[src/include/aogt_defines.vh]
// register offsets, field positions and reset values for the trim bank
`ifndef AOGT_DEFINES_VH
`define AOGT_DEFINES_VH

`define AOGT_ADDR_W          12
`define AOGT_OFF_A_SGL_IN_A  12'h348
`define AOGT_OFF_A_SGL_IN_B  12'h34a
`define AOGT_OFF_B_IN_A      12'h34c
`define AOGT_OFF_B_IN_B      12'h34e
`define AOGT_OFF_GAIN_A0     12'h350
`define AOGT_OFF_GAIN_A1     12'h351

`define AOGT_OFS_MSB         11
`define AOGT_RSV_OFS_MSB     15
`define AOGT_GAIN_MSB        4
`define AOGT_RSV_GAIN_MSB    7

`define AOGT_RST_OFS         16'h0000
`define AOGT_RST_GAIN        8'h00

`endif

[src/aogt_trim_regs.v]
// offset and fine gain trim register bank with data path selection
// Notes on behaviour
// - core A input A offset, single mode, calibration
// - core A input B offset, 90 degree phase
// - core B offsets per input, both modes
// - offset registers 16 bits, reserved high four
// - core A bank 0 dual gain, five bits
// - core A bank 1 dual gain, five bits
// - power-up values loaded from fuse storage
//
// Chosen here: the strobed register port.
`timescale 1ns/1ns
`include "aogt_defines.vh"

module aogt_trim_regs
#(
  parameter OFS_REG_W  = 16,
  parameter GAIN_REG_W = 8,
  parameter NUM_OFS    = 4,
  parameter NUM_GAIN   = 2
)
(
  // clock and reset
  input  wire        clk_sys,
  input  wire        rst,
  // register port
  input  wire [11:0] reg_addr,
  input  wire [15:0] reg_wdata,
  input  wire        reg_wr,
  input  wire        reg_rd,
  output reg  [15:0] reg_rdata,
  // fuse defaults, sampled while rst is high
  input  wire [15:0] fuse_ofs_a_in_a,
  input  wire [15:0] fuse_ofs_a_in_b,
  input  wire [15:0] fuse_ofs_b_in_a,
  input  wire [15:0] fuse_ofs_b_in_b,
  input  wire [7:0]  fuse_gain_a0,
  input  wire [7:0]  fuse_gain_a1,
  // operating mode
  input  wire        single_mode,
  input  wire        fg_cal_en,
  input  wire        core_a_on_in_b,
  input  wire        core_b_on_in_b,
  input  wire        sample_en,
  // data path trims
  output reg  [11:0] core_a_offset,
  output reg         core_a_offset_vld,
  output reg  [11:0] core_b_offset,
  output reg         core_b_offset_vld,
  output reg  [4:0]  core_a_bank0_gain,
  output reg  [4:0]  core_a_bank1_gain,
  output reg         core_a_gain_vld
);

  // entry order inside the bank, shared by storage, decode and readback
  localparam IDX_A_IN_A = 0;
  localparam IDX_A_IN_B = 1;
  localparam IDX_B_IN_A = 2;
  localparam IDX_B_IN_B = 3;
  localparam IDX_G0     = 0;
  localparam IDX_G1     = 1;
  // field split of each entry: correction value low, reserved high
  localparam OFS_VAL_W  = `AOGT_OFS_MSB + 1;
  localparam OFS_RSV_W  = OFS_REG_W - OFS_VAL_W;
  localparam GAIN_VAL_W = `AOGT_GAIN_MSB + 1;
  localparam GAIN_RSV_W = GAIN_REG_W - GAIN_VAL_W;
  localparam OFS_TOT_W  = NUM_OFS * OFS_REG_W;
  localparam GAIN_TOT_W = NUM_GAIN * GAIN_REG_W;

  // fuse defaults and entry addresses, packed per entry
  wire [OFS_TOT_W-1:0]   fuse_ofs_all;
  wire [GAIN_TOT_W-1:0]  fuse_gain_all;
  wire [NUM_OFS*12-1:0]  ofs_addr_all;
  wire [NUM_GAIN*12-1:0] gain_addr_all;
  // live register contents, packed per entry
  wire [OFS_TOT_W-1:0]   ofs_all;
  wire [GAIN_TOT_W-1:0]  gain_all;
  // decoded hits
  wire [NUM_OFS-1:0]     ofs_hit;
  wire [NUM_GAIN-1:0]    gain_hit;
  // read path
  reg  [15:0]            rdata_d;
  // next values of the data path outputs
  reg  [11:0]            core_a_offset_d;
  reg                    core_a_offset_vld_d;
  reg  [11:0]            core_b_offset_d;
  reg                    core_b_offset_vld_d;
  reg  [4:0]             core_a_bank0_gain_d;
  reg  [4:0]             core_a_bank1_gain_d;
  reg                    core_a_gain_vld_d;
  // mode qualifiers
  wire                   a_in_a_live;
  wire                   a_in_b_live;
  wire                   b_live;
  wire                   gain_live;

  // the highest entry sits in the top slice of each packed vector
  assign fuse_ofs_all  = {fuse_ofs_b_in_b, fuse_ofs_b_in_a,
                          fuse_ofs_a_in_b, fuse_ofs_a_in_a};
  assign fuse_gain_all = {fuse_gain_a1, fuse_gain_a0};
  assign ofs_addr_all  = {`AOGT_OFF_B_IN_B, `AOGT_OFF_B_IN_A,
                          `AOGT_OFF_A_SGL_IN_B, `AOGT_OFF_A_SGL_IN_A};
  assign gain_addr_all = {`AOGT_OFF_GAIN_A1, `AOGT_OFF_GAIN_A0};

  genvar gi;

  // one storage word per offset entry; fuse values are captured on
  // every clock of reset, so no port reaches a flop asynchronously
  generate
    for (gi = 0; gi < NUM_OFS; gi = gi + 1)
    begin : g_ofs
      reg  [OFS_VAL_W-1:0] val_q;
      reg  [OFS_RSV_W-1:0] rsv_q;
      wire                 wr_en;

      assign ofs_hit[gi] = reg_addr == ofs_addr_all[gi*12 +: 12];
      assign wr_en       = reg_wr & ofs_hit[gi];
      assign ofs_all[gi*OFS_REG_W +: OFS_REG_W] = {rsv_q, val_q};

      always @(posedge clk_sys)
      begin
        if (rst)
        begin
          val_q <= fuse_ofs_all[gi*OFS_REG_W +: OFS_VAL_W];
          rsv_q <= fuse_ofs_all[gi*OFS_REG_W+OFS_VAL_W +: OFS_RSV_W];
        end
        else if (wr_en)
        begin
          val_q <= reg_wdata[OFS_VAL_W-1:0];
          // reserved bits are plain read/write storage
          rsv_q <= reg_wdata[OFS_REG_W-1:OFS_VAL_W];
        end
      end
    end
  endgenerate

  // one storage byte per gain bank; the high byte of a write is dropped
  generate
    for (gi = 0; gi < NUM_GAIN; gi = gi + 1)
    begin : g_gain
      reg  [GAIN_VAL_W-1:0] val_q;
      reg  [GAIN_RSV_W-1:0] rsv_q;
      wire                  wr_en;

      assign gain_hit[gi] = reg_addr == gain_addr_all[gi*12 +: 12];
      assign wr_en        = reg_wr & gain_hit[gi];
      assign gain_all[gi*GAIN_REG_W +: GAIN_REG_W] = {rsv_q, val_q};

      always @(posedge clk_sys)
      begin
        if (rst)
        begin
          val_q <= fuse_gain_all[gi*GAIN_REG_W +: GAIN_VAL_W];
          rsv_q <= fuse_gain_all[gi*GAIN_REG_W+GAIN_VAL_W +: GAIN_RSV_W];
        end
        else if (wr_en)
        begin
          val_q <= reg_wdata[GAIN_VAL_W-1:0];
          rsv_q <= reg_wdata[GAIN_REG_W-1:GAIN_VAL_W];
        end
      end
    end
  endgenerate

  // unmapped addresses read as zero; gain registers read zero above
  // their byte
  always @*
  begin
    rdata_d = 16'h0000;
    case (reg_addr)
      `AOGT_OFF_A_SGL_IN_A:
      begin
        rdata_d = ofs_all[IDX_A_IN_A*OFS_REG_W +: 16];
      end
      `AOGT_OFF_A_SGL_IN_B:
      begin
        rdata_d = ofs_all[IDX_A_IN_B*OFS_REG_W +: 16];
      end
      `AOGT_OFF_B_IN_A:
      begin
        rdata_d = ofs_all[IDX_B_IN_A*OFS_REG_W +: 16];
      end
      `AOGT_OFF_B_IN_B:
      begin
        rdata_d = ofs_all[IDX_B_IN_B*OFS_REG_W +: 16];
      end
      `AOGT_OFF_GAIN_A0:
      begin
        rdata_d = {8'h00, gain_all[IDX_G0*GAIN_REG_W +: 8]};
      end
      `AOGT_OFF_GAIN_A1:
      begin
        rdata_d = {8'h00, gain_all[IDX_G1*GAIN_REG_W +: 8]};
      end
      default:
      begin
        rdata_d = 16'h0000;
      end
    endcase
  end

  // read data stands only in the cycle after the strobe, and reads
  // zero otherwise so a late sample cannot pick up stale data
  always @(posedge clk_sys)
  begin
    if (rst)
      reg_rdata <= 16'h0000;
    else if (reg_rd)
      reg_rdata <= rdata_d;
    else
      reg_rdata <= 16'h0000;
  end

  // input A offset of core A only applies in single mode; input B is
  // taken on the 90 degree phase in either mode
  assign a_in_a_live = fg_cal_en & single_mode & ~core_a_on_in_b;
  assign a_in_b_live = fg_cal_en & core_a_on_in_b;
  // core B offsets apply in both modes
  assign b_live      = fg_cal_en;
  // bank gains belong to dual mode only
  assign gain_live   = ~single_mode;

  // next trims are picked from the live registers, so a write needs
  // no recalibration to be seen
  always @*
  begin
    core_a_offset_d = 12'h000;
    if (core_a_on_in_b)
    begin
      core_a_offset_d = ofs_all[IDX_A_IN_B*OFS_REG_W +: OFS_VAL_W];
    end
    else
    begin
      core_a_offset_d = ofs_all[IDX_A_IN_A*OFS_REG_W +: OFS_VAL_W];
    end
  end

  // core B picks its trim by input alone
  always @*
  begin
    core_b_offset_d = 12'h000;
    if (core_b_on_in_b)
    begin
      core_b_offset_d = ofs_all[IDX_B_IN_B*OFS_REG_W +: OFS_VAL_W];
    end
    else
    begin
      core_b_offset_d = ofs_all[IDX_B_IN_A*OFS_REG_W +: OFS_VAL_W];
    end
  end

  // gains are passed on in every mode; the flag marks dual mode
  always @*
  begin
    core_a_bank0_gain_d = gain_all[IDX_G0*GAIN_REG_W +: GAIN_VAL_W];
  end

  always @*
  begin
    core_a_bank1_gain_d = gain_all[IDX_G1*GAIN_REG_W +: GAIN_VAL_W];
  end

  // a valid flag tells the data path whether to apply the trim at all
  always @*
  begin
    core_a_offset_vld_d = 1'b0;
    if (a_in_a_live)
      core_a_offset_vld_d = 1'b1;
    if (a_in_b_live)
      core_a_offset_vld_d = 1'b1;
  end

  always @*
  begin
    core_b_offset_vld_d = 1'b0;
    if (b_live)
      core_b_offset_vld_d = 1'b1;
  end

  always @*
  begin
    core_a_gain_vld_d = 1'b0;
    if (gain_live)
      core_a_gain_vld_d = 1'b1;
  end

  // the trims move only on a sample enable, so a write reaches the
  // data path at the next sample and never part way through one
  always @(posedge clk_sys)
  begin
    if (rst)
      core_a_offset <= 12'h000;
    else if (sample_en)
      core_a_offset <= core_a_offset_d;
  end

  always @(posedge clk_sys)
  begin
    if (rst)
      core_a_offset_vld <= 1'b0;
    else if (sample_en)
      core_a_offset_vld <= core_a_offset_vld_d;
  end

  // core B outputs
  always @(posedge clk_sys)
  begin
    if (rst)
      core_b_offset <= 12'h000;
    else if (sample_en)
      core_b_offset <= core_b_offset_d;
  end

  always @(posedge clk_sys)
  begin
    if (rst)
      core_b_offset_vld <= 1'b0;
    else if (sample_en)
      core_b_offset_vld <= core_b_offset_vld_d;
  end

  // bank gain outputs of core A
  always @(posedge clk_sys)
  begin
    if (rst)
      core_a_bank0_gain <= 5'h00;
    else if (sample_en)
      core_a_bank0_gain <= core_a_bank0_gain_d;
  end

  always @(posedge clk_sys)
  begin
    if (rst)
      core_a_bank1_gain <= 5'h00;
    else if (sample_en)
      core_a_bank1_gain <= core_a_bank1_gain_d;
  end

  always @(posedge clk_sys)
  begin
    if (rst)
      core_a_gain_vld <= 1'b0;
    else if (sample_en)
      core_a_gain_vld <= core_a_gain_vld_d;
  end

endmodule // aogt_trim_regs

[config.mk]
export PLATFORM = sky130hd
export DESIGN_NAME = aogt_trim_regs
export DESIGN_NICKNAME = d
export VERILOG_FILES = /design/src/aogt_trim_regs.v
export VERILOG_INCLUDE_DIRS = /design/src /design/src/include
export SDC_FILE = /design/constraint.sdc
export NUM_CORES = 1
export LEC_CHECK = 0
export BUFFER_PORTS_ARGS = -buffer_cell sky130_fd_sc_hd__buf_2
export CAP_MARGIN = 20
export CORE_ASPECT_RATIO = 0.8
export CORE_MARGIN = 1.5
export CORE_UTILIZATION = 45
export CTS_CLUSTER_SIZE = 24
export DETAILED_ROUTE_END_ITERATION = 6
export PLACE_DENSITY = 0.71
export SKIP_LAST_GASP = 1
export SLEW_MARGIN = 20
export SYNTH_ARGS = -nofsm -noshare
export SYNTH_HDL_FRONTEND = slang
export SYNTH_SLANG_ARGS = --single-unit
[constraint.sdc]
create_clock -name clk_sys -period 1.59 [get_ports clk_sys]
set_input_delay 0.2385 -clock clk_sys [delete_from_list [all_inputs] [get_ports clk_sys]]
set_output_delay 0.2385 -clock clk_sys [all_outputs]
set_load 0.005 [all_outputs]
==> results of run 1 <==
## registers in the layout, summed over array words and instances, names as in the netlist, 5 cells and up
signal / count
g_ofs.val_q: 48
g_ofs.rsv_q: 16
reg_rdata: 16
core_a_offset: 12
core_b_offset: 12
g_gain.rsv_q: 6
core_a_bank0_gain: 5
core_a_bank0_gain_d: 5
core_a_bank1_gain: 5
core_a_bank1_gain_d: 5
## metrics by stage
stage | total power [uW] | hold WS (ns)
after floorplan | 4640 | 0.3386
final | 9118 | 0.01305
after global routing | 9459 | 0.02681
after CTS | 9175 | 0.001917
after global placement | 5099 | 0.4440
after detailed placement | 5128 | 0.4430
## worst max path at each step
stage,endpoint,slack [ns],cells after the start
floorplan,core_a_bank0_gain_d[0]$_DFFE_PP_,0.09,4
global placement,g_ofs[2].val_q[2]$_DFFE_PP_,-0.01,5
detailed placement,g_ofs[3].val_q[8]$_DFFE_PP_,-0.02,5
CTS,g_ofs[3].val_q[8]$_DFFE_PP_,0.41,5
global route,g_ofs[2].val_q[8]$_DFFE_PP_,0.39,5
finish,g_ofs[3].val_q[8]$_DFFE_PP_,0.41,5
## power breakdown
group / total [uW] / switching (uW) / internal, uW
logic: 971 / 486 / 485
clock network: 4060 / 1560 / 2500
registers: 4090 / 128 / 3960
total: 9120 / 2170 / 6950
## layout make-up
type | count | area, um^2
Inverter | 2 | 7.507
Tap cell | 171 | 214.0
Sequential cell | 133 | 3463
Clock inverter | 15 | 193.9
Clock buffer | 17 | 425.4
Multi-Input combinational cell | 333 | 2142
Timing Repair Buffer | 203 | 1229
Fill cell | 1017 | 4667
## synthesized netlist by cell type
cell       count  area, um^2
o2bb2ai_2      1       15.01
mux2i_1       43       430.4
mux4_2        16       360.4
inv_1          2       7.510
a31o_2         4       35.03
buf_4          3       22.52
nor3b_1        2       15.01
edfxtp_1      80        2402
a211oi_1      25       187.7
buf_2          8       40.04
nand3_1        1       5.000
a21oi_1        1       5.000
nor4b_4        1       23.77
o2bb2ai_1      7       61.31
nor2b_1        2       12.51
and4_1         1       8.760
dfxtp_1       53        1061
buf_6          2       22.52
and4bb_2       2       25.02
o21bai_1       1       7.510
a41o_1         1       10.01
clkbuf_1      18       67.56
nand2_1      160       600.6
nor4b_1        1       8.760
nand2b_1      17       106.4
buf_1          1       3.750
and3_1         1       6.260
nor2_1        36       135.1
nand4_4        1       21.27
o211ai_1       1       7.510
and2_1         8       50.05
## per-layer routing
layer / vias to the layer above / part of all wire (%) / wire, um / track usage (%)
met5: - / 0 / 0 / 0
met1: 2044 / 46 / 6507 / 30.53
li1: 2148 / - / - / -
met2: 161 / 46 / 6496 / 33.89
met4: 0 / 0.83 / 117 / 5.952
met3: 10 / 6.6 / 930 / 5.864
## cells in the final DEF (no fill, tap or decap), types with 3 or more instances in the layout
cell type	instances
mux4_2	16
buf_12	10
a31o_2	4
clkinvlp_4	3
clkinv_4	4
inv_6	4
nand2_1	160
bufinv_16	3
buf_4	25
clkbuf_16	17
a211oi_1	25
mux2i_1	43
edfxtp_1	80
o2bb2ai_1	7
dfxtp_1	53
nor2_1	36
nand2b_1	17
buf_2	168
and2_1	8
## logic make-up (layout without fill, tap and decap cells)
family                 count (synthesis)  in the layout  share of synthesized area [%]
AO/OA/AOI/OAI                         41             41                          5.707
AND/OR/NAND/NOR                      233            233                          17.66
multiplexers                          59             59                          13.72
buffers and inverters                 34            237                          2.843
flip-flops                           133            133                          60.07
==> impl_metrics.json, run 1 <==
{
  "drtIter0Drc": 228,
  "final_hold_viol_count": 0,
  "holdPathStages": 2,
  "clk_path_buf_depth": 2,
  "ant_nets": 0,
  "ys_types": 31,
  "grt_usage_pct": 21.89,
  "fin_ws_ns": 0.4096,
  "fp.dieH_um": 104.2,
  "placed_cell_area_um2": 7056,
  "outcome": "complete, no violations",
  "syn_nets": 617,
  "slew_headroom_pct": 70.73,
  "ys_warn_count": 0,
  "ys_ff_latch": 133,
  "fmax_mhz": 847.2,
  "nNetsFinal": 807,
  "crit_slowest_cell": "and4bb_2",
  "p_leak_uw": 0.003587,
  "numCtsBuffers": 17,
  "r2r_slack_ns": 0.41,
  "start_kind": "primary input",
  "grt-ovfl-total": 0,
  "finalSetupTns_ns": 0,
  "insertion_delay_ns": 0.42,
  "rr_endpoint": "reg_rdata[7]$_SDFF_PP0_",
  "cp-end-kind": "flip-flop",
  "power.density_nw_per_um2": 1188,
  "synth.avg_cell_area_um2": 11.53,
  "totalWireLength_um": 14050,
  "hold_path_class": "primary input to flip-flop",
  "grt_max_degree": 45,
  "crit_chain": "buf_2 -> and4bb_2 -> and3_1 -> a31o_2 -> buf_4",
  "remaining_drc_errors": 0,
  "finalCritPeriodShare_pct": 74.24,
  "num_antenna_cells": 0,
  "ctsResizeCount": 0,
  "drive_gt1_share_pct": 37.13,
  "portBuffers": 169,
  "vias": 4363,
  "rows": 36,
  "maxCapViolations": 0,
  "setup_viol": 0,
  "final_core_utilization_pct": 62.19,
  "rsz0062_at_grt": "no",
  "grt_pass1_vias": 4333,
  "yosysSeqAreaShare_pct": 60.07,
  "ir_worst_vdd_uv": 569.5,
  "skew_ns": 0.007292,
  "dp.cells": 842,
  "antenna_found_initial": 0,
  "cp_num_buf_inv": 2,
  "viasPerCell": 4.992,
  "r2r_cells": 2,
  "clock-sinks": 133,
  "syn-cell-area_um2": 5766,
  "critPathTopFamily": "simple AND/OR/NAND/NOR gates",
  "crit_start": "reg_addr[7]",
  "h-tree-depth": 4,
  "min_from": "single_mode",
  "die_x_um": 129.6,
  "place_hpwl_um": 10700,
  "clock-root-buffer": "clkbuf_16",
  "arrival_ns": 1.32,
  "finalNonFillerCells": 874,
  "gp_congestion": 0.8303,
  "pre_cts_ws_ns": -0.02338,
  "dr.pass1.iters": 5,
  "cp_max_fo": 4,
  "core-area_um2": 12340,
  "grt_first_pass_wirelength_um": 21830,
  "stdcell_area_um2": 7675,
  "whs_endpoint": "core_a_gain_vld$_SDFFE_PP0P_",
  "slew_violations": 0,
  "layout-area-overhead-vs-synth_pct": 33.12,
  "worst_pin_slew_ns": 0.4391,
  "synthCells": 500,
  "required_ns": 1.73,
  "post_drt_wl_per_cell_um": 16.08,
  "path_clk_slew_ns": 0.06,
  "die_area_um2": 13500,
  "period_needed_ns": 1.180,
  "reg2reg_from": "g_ofs[0].val_q[7]$_DFFE_PP_",
  "crit_path_max_incr_delay_ns": 0.29,
  "start_util_pct": 46.72,
  "ios": 170,
  "setup.worst_path.class": "primary input to flip-flop",
  "hold_buffers": 0,
  "cts_setup_buffers": 0,
  "cts_tree": "yes"
}
(Power assumes the default switching activity.)
==> run 2, diff against run 1 <==
--- a/config.mk
+++ b/config.mk
@@ -13,7 +13,7 @@
 export CORE_UTILIZATION = 45
 export CTS_CLUSTER_SIZE = 24
 export DETAILED_ROUTE_END_ITERATION = 6
-export PLACE_DENSITY = 0.71
+export PLACE_DENSITY = 0.68
 export SKIP_LAST_GASP = 1
 export SLEW_MARGIN = 20
 export SYNTH_ARGS = -nofsm -noshare
==> constraint.sdc (replaced) <==
create_clock -name clk_sys -period 1.1 [get_ports clk_sys]
set_input_delay 0.165 -clock clk_sys [delete_from_list [all_inputs] [get_ports clk_sys]]
set_output_delay 0.165 -clock clk_sys [all_outputs]
set_load 0.005 [all_outputs]
==> run 2 against run 1 <==
Net effect:
- total power up 37%
- cell area up 1.3%
- first-iteration DRC count up 7.9%
- the run now ends with negative setup slack left
- cell count up 1.0%
- sequential share of layout area down 0.55 points
- largest cell class unchanged
- critical endpoint is now reg_rdata[6]$_SDFF_PP0_
- setup slack worse by 0.45 ns
- clock-buffer cell count up 2
==> impl_metrics.json, run 2 (synthesized netlist as in run 1, its figures left out) <==
{
  "remaining_drc_errors": 0,
  "final_cell_mix": "168 x buf_2, 160 x nand2_1, 80 x edfxtp_1, 50 x dfxtp_1, 43 x mux2i_1",
  "outcome": "finished with violations",
  "grt_pass1_vias": 4437,
  "drtIter0Drc": 246,
  "slew_violations": 0,
  "nNetsFinal": 817,
  "dp.cells": 837,
  "clk_path_buf_depth": 2,
  "drive_gt1_share_pct": 38.76,
  "final_common_cell": "buf_2",
  "arrival_ns": 1.44,
  "portBuffers": 169,
  "pwr-share-seq_pct": 47.3,
  "power.density_nw_per_um2": 1604,
  "setup.worst_path.class": "flip-flop to flip-flop",
  "maxCapViolations": 0,
  "die_x_um": 129.6,
  "p_leak_uw": 0.003629,
  "largest_registers": "g_ofs.val_q: 48 flops, g_ofs.rsv_q: 16 flops, reg_rdata: 16 flops",
  "final_hold_viol_count": 0,
  "numCtsBuffers": 17,
  "comb_power_share_pct": 11.9,
  "die_area_um2": 13500,
  "cts_tree": "yes",
  "violations": "negative setup slack",
  "slew_headroom_pct": 80.77,
  "viasPerCell": 5.085,
  "cp_max_fo": 2,
  "place_hpwl_um": 10660,
  "finalNonFillerCells": 883,
  "required_ns": 1.40,
  "fmax_mhz": 878.7,
  "h-tree-depth": 4,
  "core-area_um2": 12340,
  "grt_usage_pct": 22.32,
  "dr.pass1.iters": 5,
  "largest_reg_flops": 48,
  "rows": 36,
  "finalSetupTns_ns": -0.3290,
  "antenna_found_initial": 1,
  "fin_ws_ns": -0.03799,
  "start_kind": "flip-flop",
  "ios": 170,
  "layout-area-overhead-vs-synth_pct": 34.90,
  "totalWireLength_um": 15020,
  "path_clk_slew_ns": 0.06,
  "fp.dieH_um": 104.2,
  "ant_nets": 0,
  "start_util_pct": 46.72,
  "vias": 4490,
  "ir_worst_vdd_uv": 1213,
  "intPower_uw": 9582,
  "worst_pin_slew_ns": 0.2804,
  "cp-end-kind": "flip-flop",
  "finalCritPeriodShare_pct": 103.5,
  "grt-ovfl-total": 0,
  "insertion_delay_ns": 0.41,
  "rsz0062_at_grt": "yes",
  "num_antenna_cells": 0,
  "p_sw_share_pct": 23.21,
  "clock-root-buffer": "clkbuf_16",
  "regMostFlops": "g_ofs.val_q",
  "clock-sinks": 133,
  "gp_congestion": 0.8468,
  "hold_path_class": "primary input to flip-flop",
  "p_clk_share_pct": 40.8,
  "grt_max_degree": 53,
  "skew_ns": 0.006433,
  "grt_first_pass_wirelength_um": 22190,
  "post_drt_wl_per_cell_um": 17.01,
  "p_switching_uw": 2896,
  "period_needed_ns": 1.138,
  "setup_viol": 15
}
==> run 2: cell types whose count changed in the layout (fill, tap and decap cells not counted), moves of 3 or more <==
cell,previous run,this run
a31o_2,4,1
a31o_4,0,5
buf_4,25,30
clkinv_2,0,6
clkinv_4,4,0
dfxtp_1,53,50
dfxtp_2,0,3
inv_6,4,0
==> run 2: layer usage <==
metal / vias up / part of all wire [%] / global-route usage [%]
met2: 203 / 46 / 35.71
met5: - / 0.073 / 0
met1: 2102 / 44 / 29.23
met3: 23 / 8.1 / 5.864
met4: 2 / 1.4 / 8.175
li1: 2160 / - / -
==> run 2: cell type report <==
type	count	area [um^2]
fill	1010	4564
sequential	133	3467
multi-input combinational	335	2240
timing repair buffer	211	1316
clock buffer	19	442.9
tap	171	214.0
clock inverter	12	90.09
inverter	2	7.507
==> run 2: stage by stage <==
step | hold slack (ns) | worst slack, ns | instance area (um^2) | power (uW) | util [%]
CTS | 0.007833 | -0.02995 | 7620 | 12480 | 61.74
finish | 0.01671 | -0.03799 | 7777 | 12480 | 63.02
detailed placement | 0.3786 | -0.4266 | 7047 | 7402 | 57.10
global route | 0.01999 | -0.07348 | 7777 | 12930 | 63.02
global placement | 0.3720 | -0.3909 | 7047 | 7352 | 57.10
floorplan | 0.2651 | -0.2205 | 5836 | 6726 | -
==> run 2: path summary, 6_finish.rpt <==
| path | to | slack, ns | cells after the start | startpoint |
|---|---|---|---|---|
| worst max-delay path | reg_rdata[6]$_SDFF_PP0_ | -0.04 | 2 | g_ofs[3].val_q[6]$_DFFE_PP_ |
| worst max register to register | reg_rdata[6]$_SDFF_PP0_ | -0.04 | 2 | g_ofs[3].val_q[6]$_DFFE_PP_ |
| worst min register to register | core_a_offset_vld$_SDFFE_PP0P_ | 0.48 | 2 | core_a_offset_vld$_SDFFE_PP0P_ |
| worst min-delay path | core_b_offset_vld$_SDFFE_PP0P_ | 0.02 | 3 | fg_cal_en |
==> run 2: repair_timing <==
| action | in CTS | in global routing |
|---|---|---|
| pin swaps | 5 | 4 |
| endpoints found under the setup margin | 18 | 57 |
| hold endpoints to repair | 1 | 0 |
| buffers inserted | 4 | 8 |
| cloned | 0 | 2 |
| hold buffers | 1 | 0 |
| resized for setup | 0 | 8 |
==> run 2: critical path, stage by stage, from the launching register on <==
cell       delay, ns
edfxtp_1        0.40
mux4_2          0.50
o2bb2ai_2       0.13
==> run 2: power by group through the flow <==
stage / sequential (uW) / combinational, uW / clock [uW]
2_1_floorplan: 5960 / 771 / 0
3_3_place_gp: 5980 / 1370 / 0
3_5_place_dp: 6000 / 1400 / 0
4_1_cts: 5900 / 1420 / 5160
5_1_grt: 5950 / 1630 / 5350
6_report: 5900 / 1490 / 5090
==> run 3, diff against run 2 <==
==> constraint.sdc (replaced) <==
create_clock -name clk_sys -period 1.2 [get_ports clk_sys]
set_input_delay 0.18 -clock clk_sys [delete_from_list [all_inputs] [get_ports clk_sys]]
set_output_delay 0.18 -clock clk_sys [all_outputs]
set_load 0.005 [all_outputs]
==> run 3 against run 2 <==
Net effect:
- the run now ends clean
- via count down 3.2%
- utilization fell by 1.4 points
- maximum frequency is essentially flat
- critical path depth did not move
- sequential cell count unchanged
==> impl_metrics.json, run 3 (synthesized netlist as in run 1, its figures left out) <==
{
  "power.density_nw_per_um2": 1515,
  "finalSetupTns_ns": 0,
  "ios": 170,
  "final_cell_mix": "168 x buf_2, 160 x nand2_1, 80 x edfxtp_1, 53 x dfxtp_1, 43 x mux2i_1",
  "multi_input_area_um2": 2196,
  "die_area_um2": 13500,
  "cts_tree": "yes",
  "ir_worst_vdd_uv": 1102,
  "finalNonFillerCells": 871,
  "skew_ns": 0.005540,
  "numCtsBuffers": 17,
  "setup_viol": 0,
  "finalCritPeriodShare_pct": 94.88,
  "p_leak_uw": 0.003535,
  "viasPerCell": 4.991,
  "nFillCells": 1036,
  "clock-root-buffer": "clkbuf_16",
  "clk_path_buf_depth": 2,
  "grt_first_pass_wirelength_um": 22240,
  "totalWireLength_um": 14510,
  "start_util_pct": 46.72,
  "highest_layer": "met4",
  "largest_reg_flops": 48,
  "largest_registers": "g_ofs.val_q: 48 flops, g_ofs.rsv_q: 16 flops, reg_rdata: 16 flops",
  "regArea_um2": 3463,
  "drive_gt1_share_pct": 36.00,
  "wl_met2_um": 6679,
  "h-tree-depth": 4,
  "rsz0062_at_grt": "no",
  "remaining_drc_errors": 0,
  "nNetsFinal": 804,
  "grt_usage_pct": 22.28,
  "cp_max_fo": 2,
  "slew_headroom_pct": 76.79,
  "regMostFlops": "g_ofs.val_q",
  "start_kind": "flip-flop",
  "wl_met3_um": 1136,
  "portBuffers": 169,
  "insertion_delay_ns": 0.41,
  "setup.worst_path.class": "flip-flop to flip-flop",
  "worst_pin_slew_ns": 0.3467,
  "hold_path_class": "primary input to flip-flop",
  "pre_cts_ws_ns": -0.3424,
  "cp-end-kind": "flip-flop",
  "post_drt_wl_per_cell_um": 16.65,
  "final_hold_viol_count": 0,
  "place_hpwl_um": 10560,
  "wl_met1_um": 6493,
  "vias": 4347,
  "layout-area-overhead-vs-synth_pct": 31.84,
  "grt_max_degree": 54,
  "gp_congestion": 0.8120,
  "dp.cells": 838,
  "arrival_ns": 1.43,
  "placed_cell_area_um2": 7042,
  "period_needed_ns": 1.139,
  "maxCapViolations": 0,
  "final_core_utilization_pct": 61.59,
  "dr.pass1.iters": 5,
  "antenna_found_initial": 0,
  "slew_violations": 0,
  "grt_pass1_vias": 4400,
  "final_common_cell": "buf_2",
  "die_x_um": 129.6,
  "stdcell_area_um2": 7601,
  "core-area_um2": 12340,
  "required_ns": 1.49,
  "num_antenna_cells": 0,
  "path_clk_slew_ns": 0.06,
  "rows": 36,
  "drtIter0Drc": 283,
  "ctsResizeCount": 0,
  "fmax_mhz": 878.3,
  "ant_nets": 0,
  "fp.dieH_um": 104.2,
  "grt-ovfl-total": 0,
  "outcome": "complete, no violations",
  "clock-sinks": 133,
  "fin_ws_ns": 0.06139
}
==> run 3: cell types whose count changed in the layout (fill, tap and decap cells not counted), moves of 3 or more <==
| cell | previous run | this run |
|---|---|---|
| clkinv_2 | 6 | 2 |
| dfxtp_2 | 3 | 0 |
| clkinv_1 | 2 | 5 |
| dfxtp_1 | 50 | 53 |
| buf_12 | 12 | 7 |
| buf_4 | 30 | 24 |
==> run 3: layout make-up <==
cell class                      instances  share of cell area [%]
Clock buffer                           20                   5.745
Clock inverter                         12                   1.481
Inverter                                2                 0.09877
Multi-Input combinational cell        333                   28.89
Sequential cell                       133                   45.56
Tap cell                              171                   2.815
Timing Repair Buffer                  200                   15.41
==> run 3: per-stage QoR <==
step	power, uW	hold WS (ns)
2_1_floorplan	6164	0.2801
3_3_place_gp	6733	0.3844
3_5_place_dp	6783	0.3863
4_1_cts	11590	0.01305
5_1_grt	11920	0.04553
6_report	11510	0.02667
==> run 3: repair_timing <==
| item | CTS | global route |
|---|---|---|
| setup endpoints to repair | 0 | 0 |
| buffers inserted | 0 | 0 |
| hold buffers | 1 | 0 |
| endpoints found under the hold margin | 1 | 0 |
==> run 3: where the power goes <==
| group | internal, uW | leakage, uW | switching (uW) |
|---|---|---|---|
| combinational | 632 | 0.00206 | 646 |
| clock | 3010 | 0.000261 | 1820 |
| sequential | 5250 | 0.00122 | 160 |
==> run 3: per-layer routing <==
metal,up-vias,GRT usage (%)
met5,-,0
met2,178,35.83
met4,0,6.825
met3,18,4.938
li1,2131,-
met1,2020,30.22
==> run 3: worst max-delay path, cell delays in order, from the launching register on <==
cell,delay (ns)
edfxtp_1,0.41
mux4_2,0.48
o2bb2ai_1,0.13
==> run 3: final timing paths <==
check | start | end | slack [ns] | cells past startpoint
worst min register to register | core_a_offset_vld$_SDFFE_PP0P_ | core_a_offset_vld$_SDFFE_PP0P_ | 0.47 | 2
worst min-delay path | fg_cal_en | core_b_offset_vld$_SDFFE_PP0P_ | 0.03 | 3
worst max-delay path | g_ofs[3].val_q[4]$_DFFE_PP_ | reg_rdata[4]$_SDFF_PP0_ | 0.06 | 2
worst max register to register | g_ofs[3].val_q[4]$_DFFE_PP_ | reg_rdata[4]$_SDFF_PP0_ | 0.06 | 2
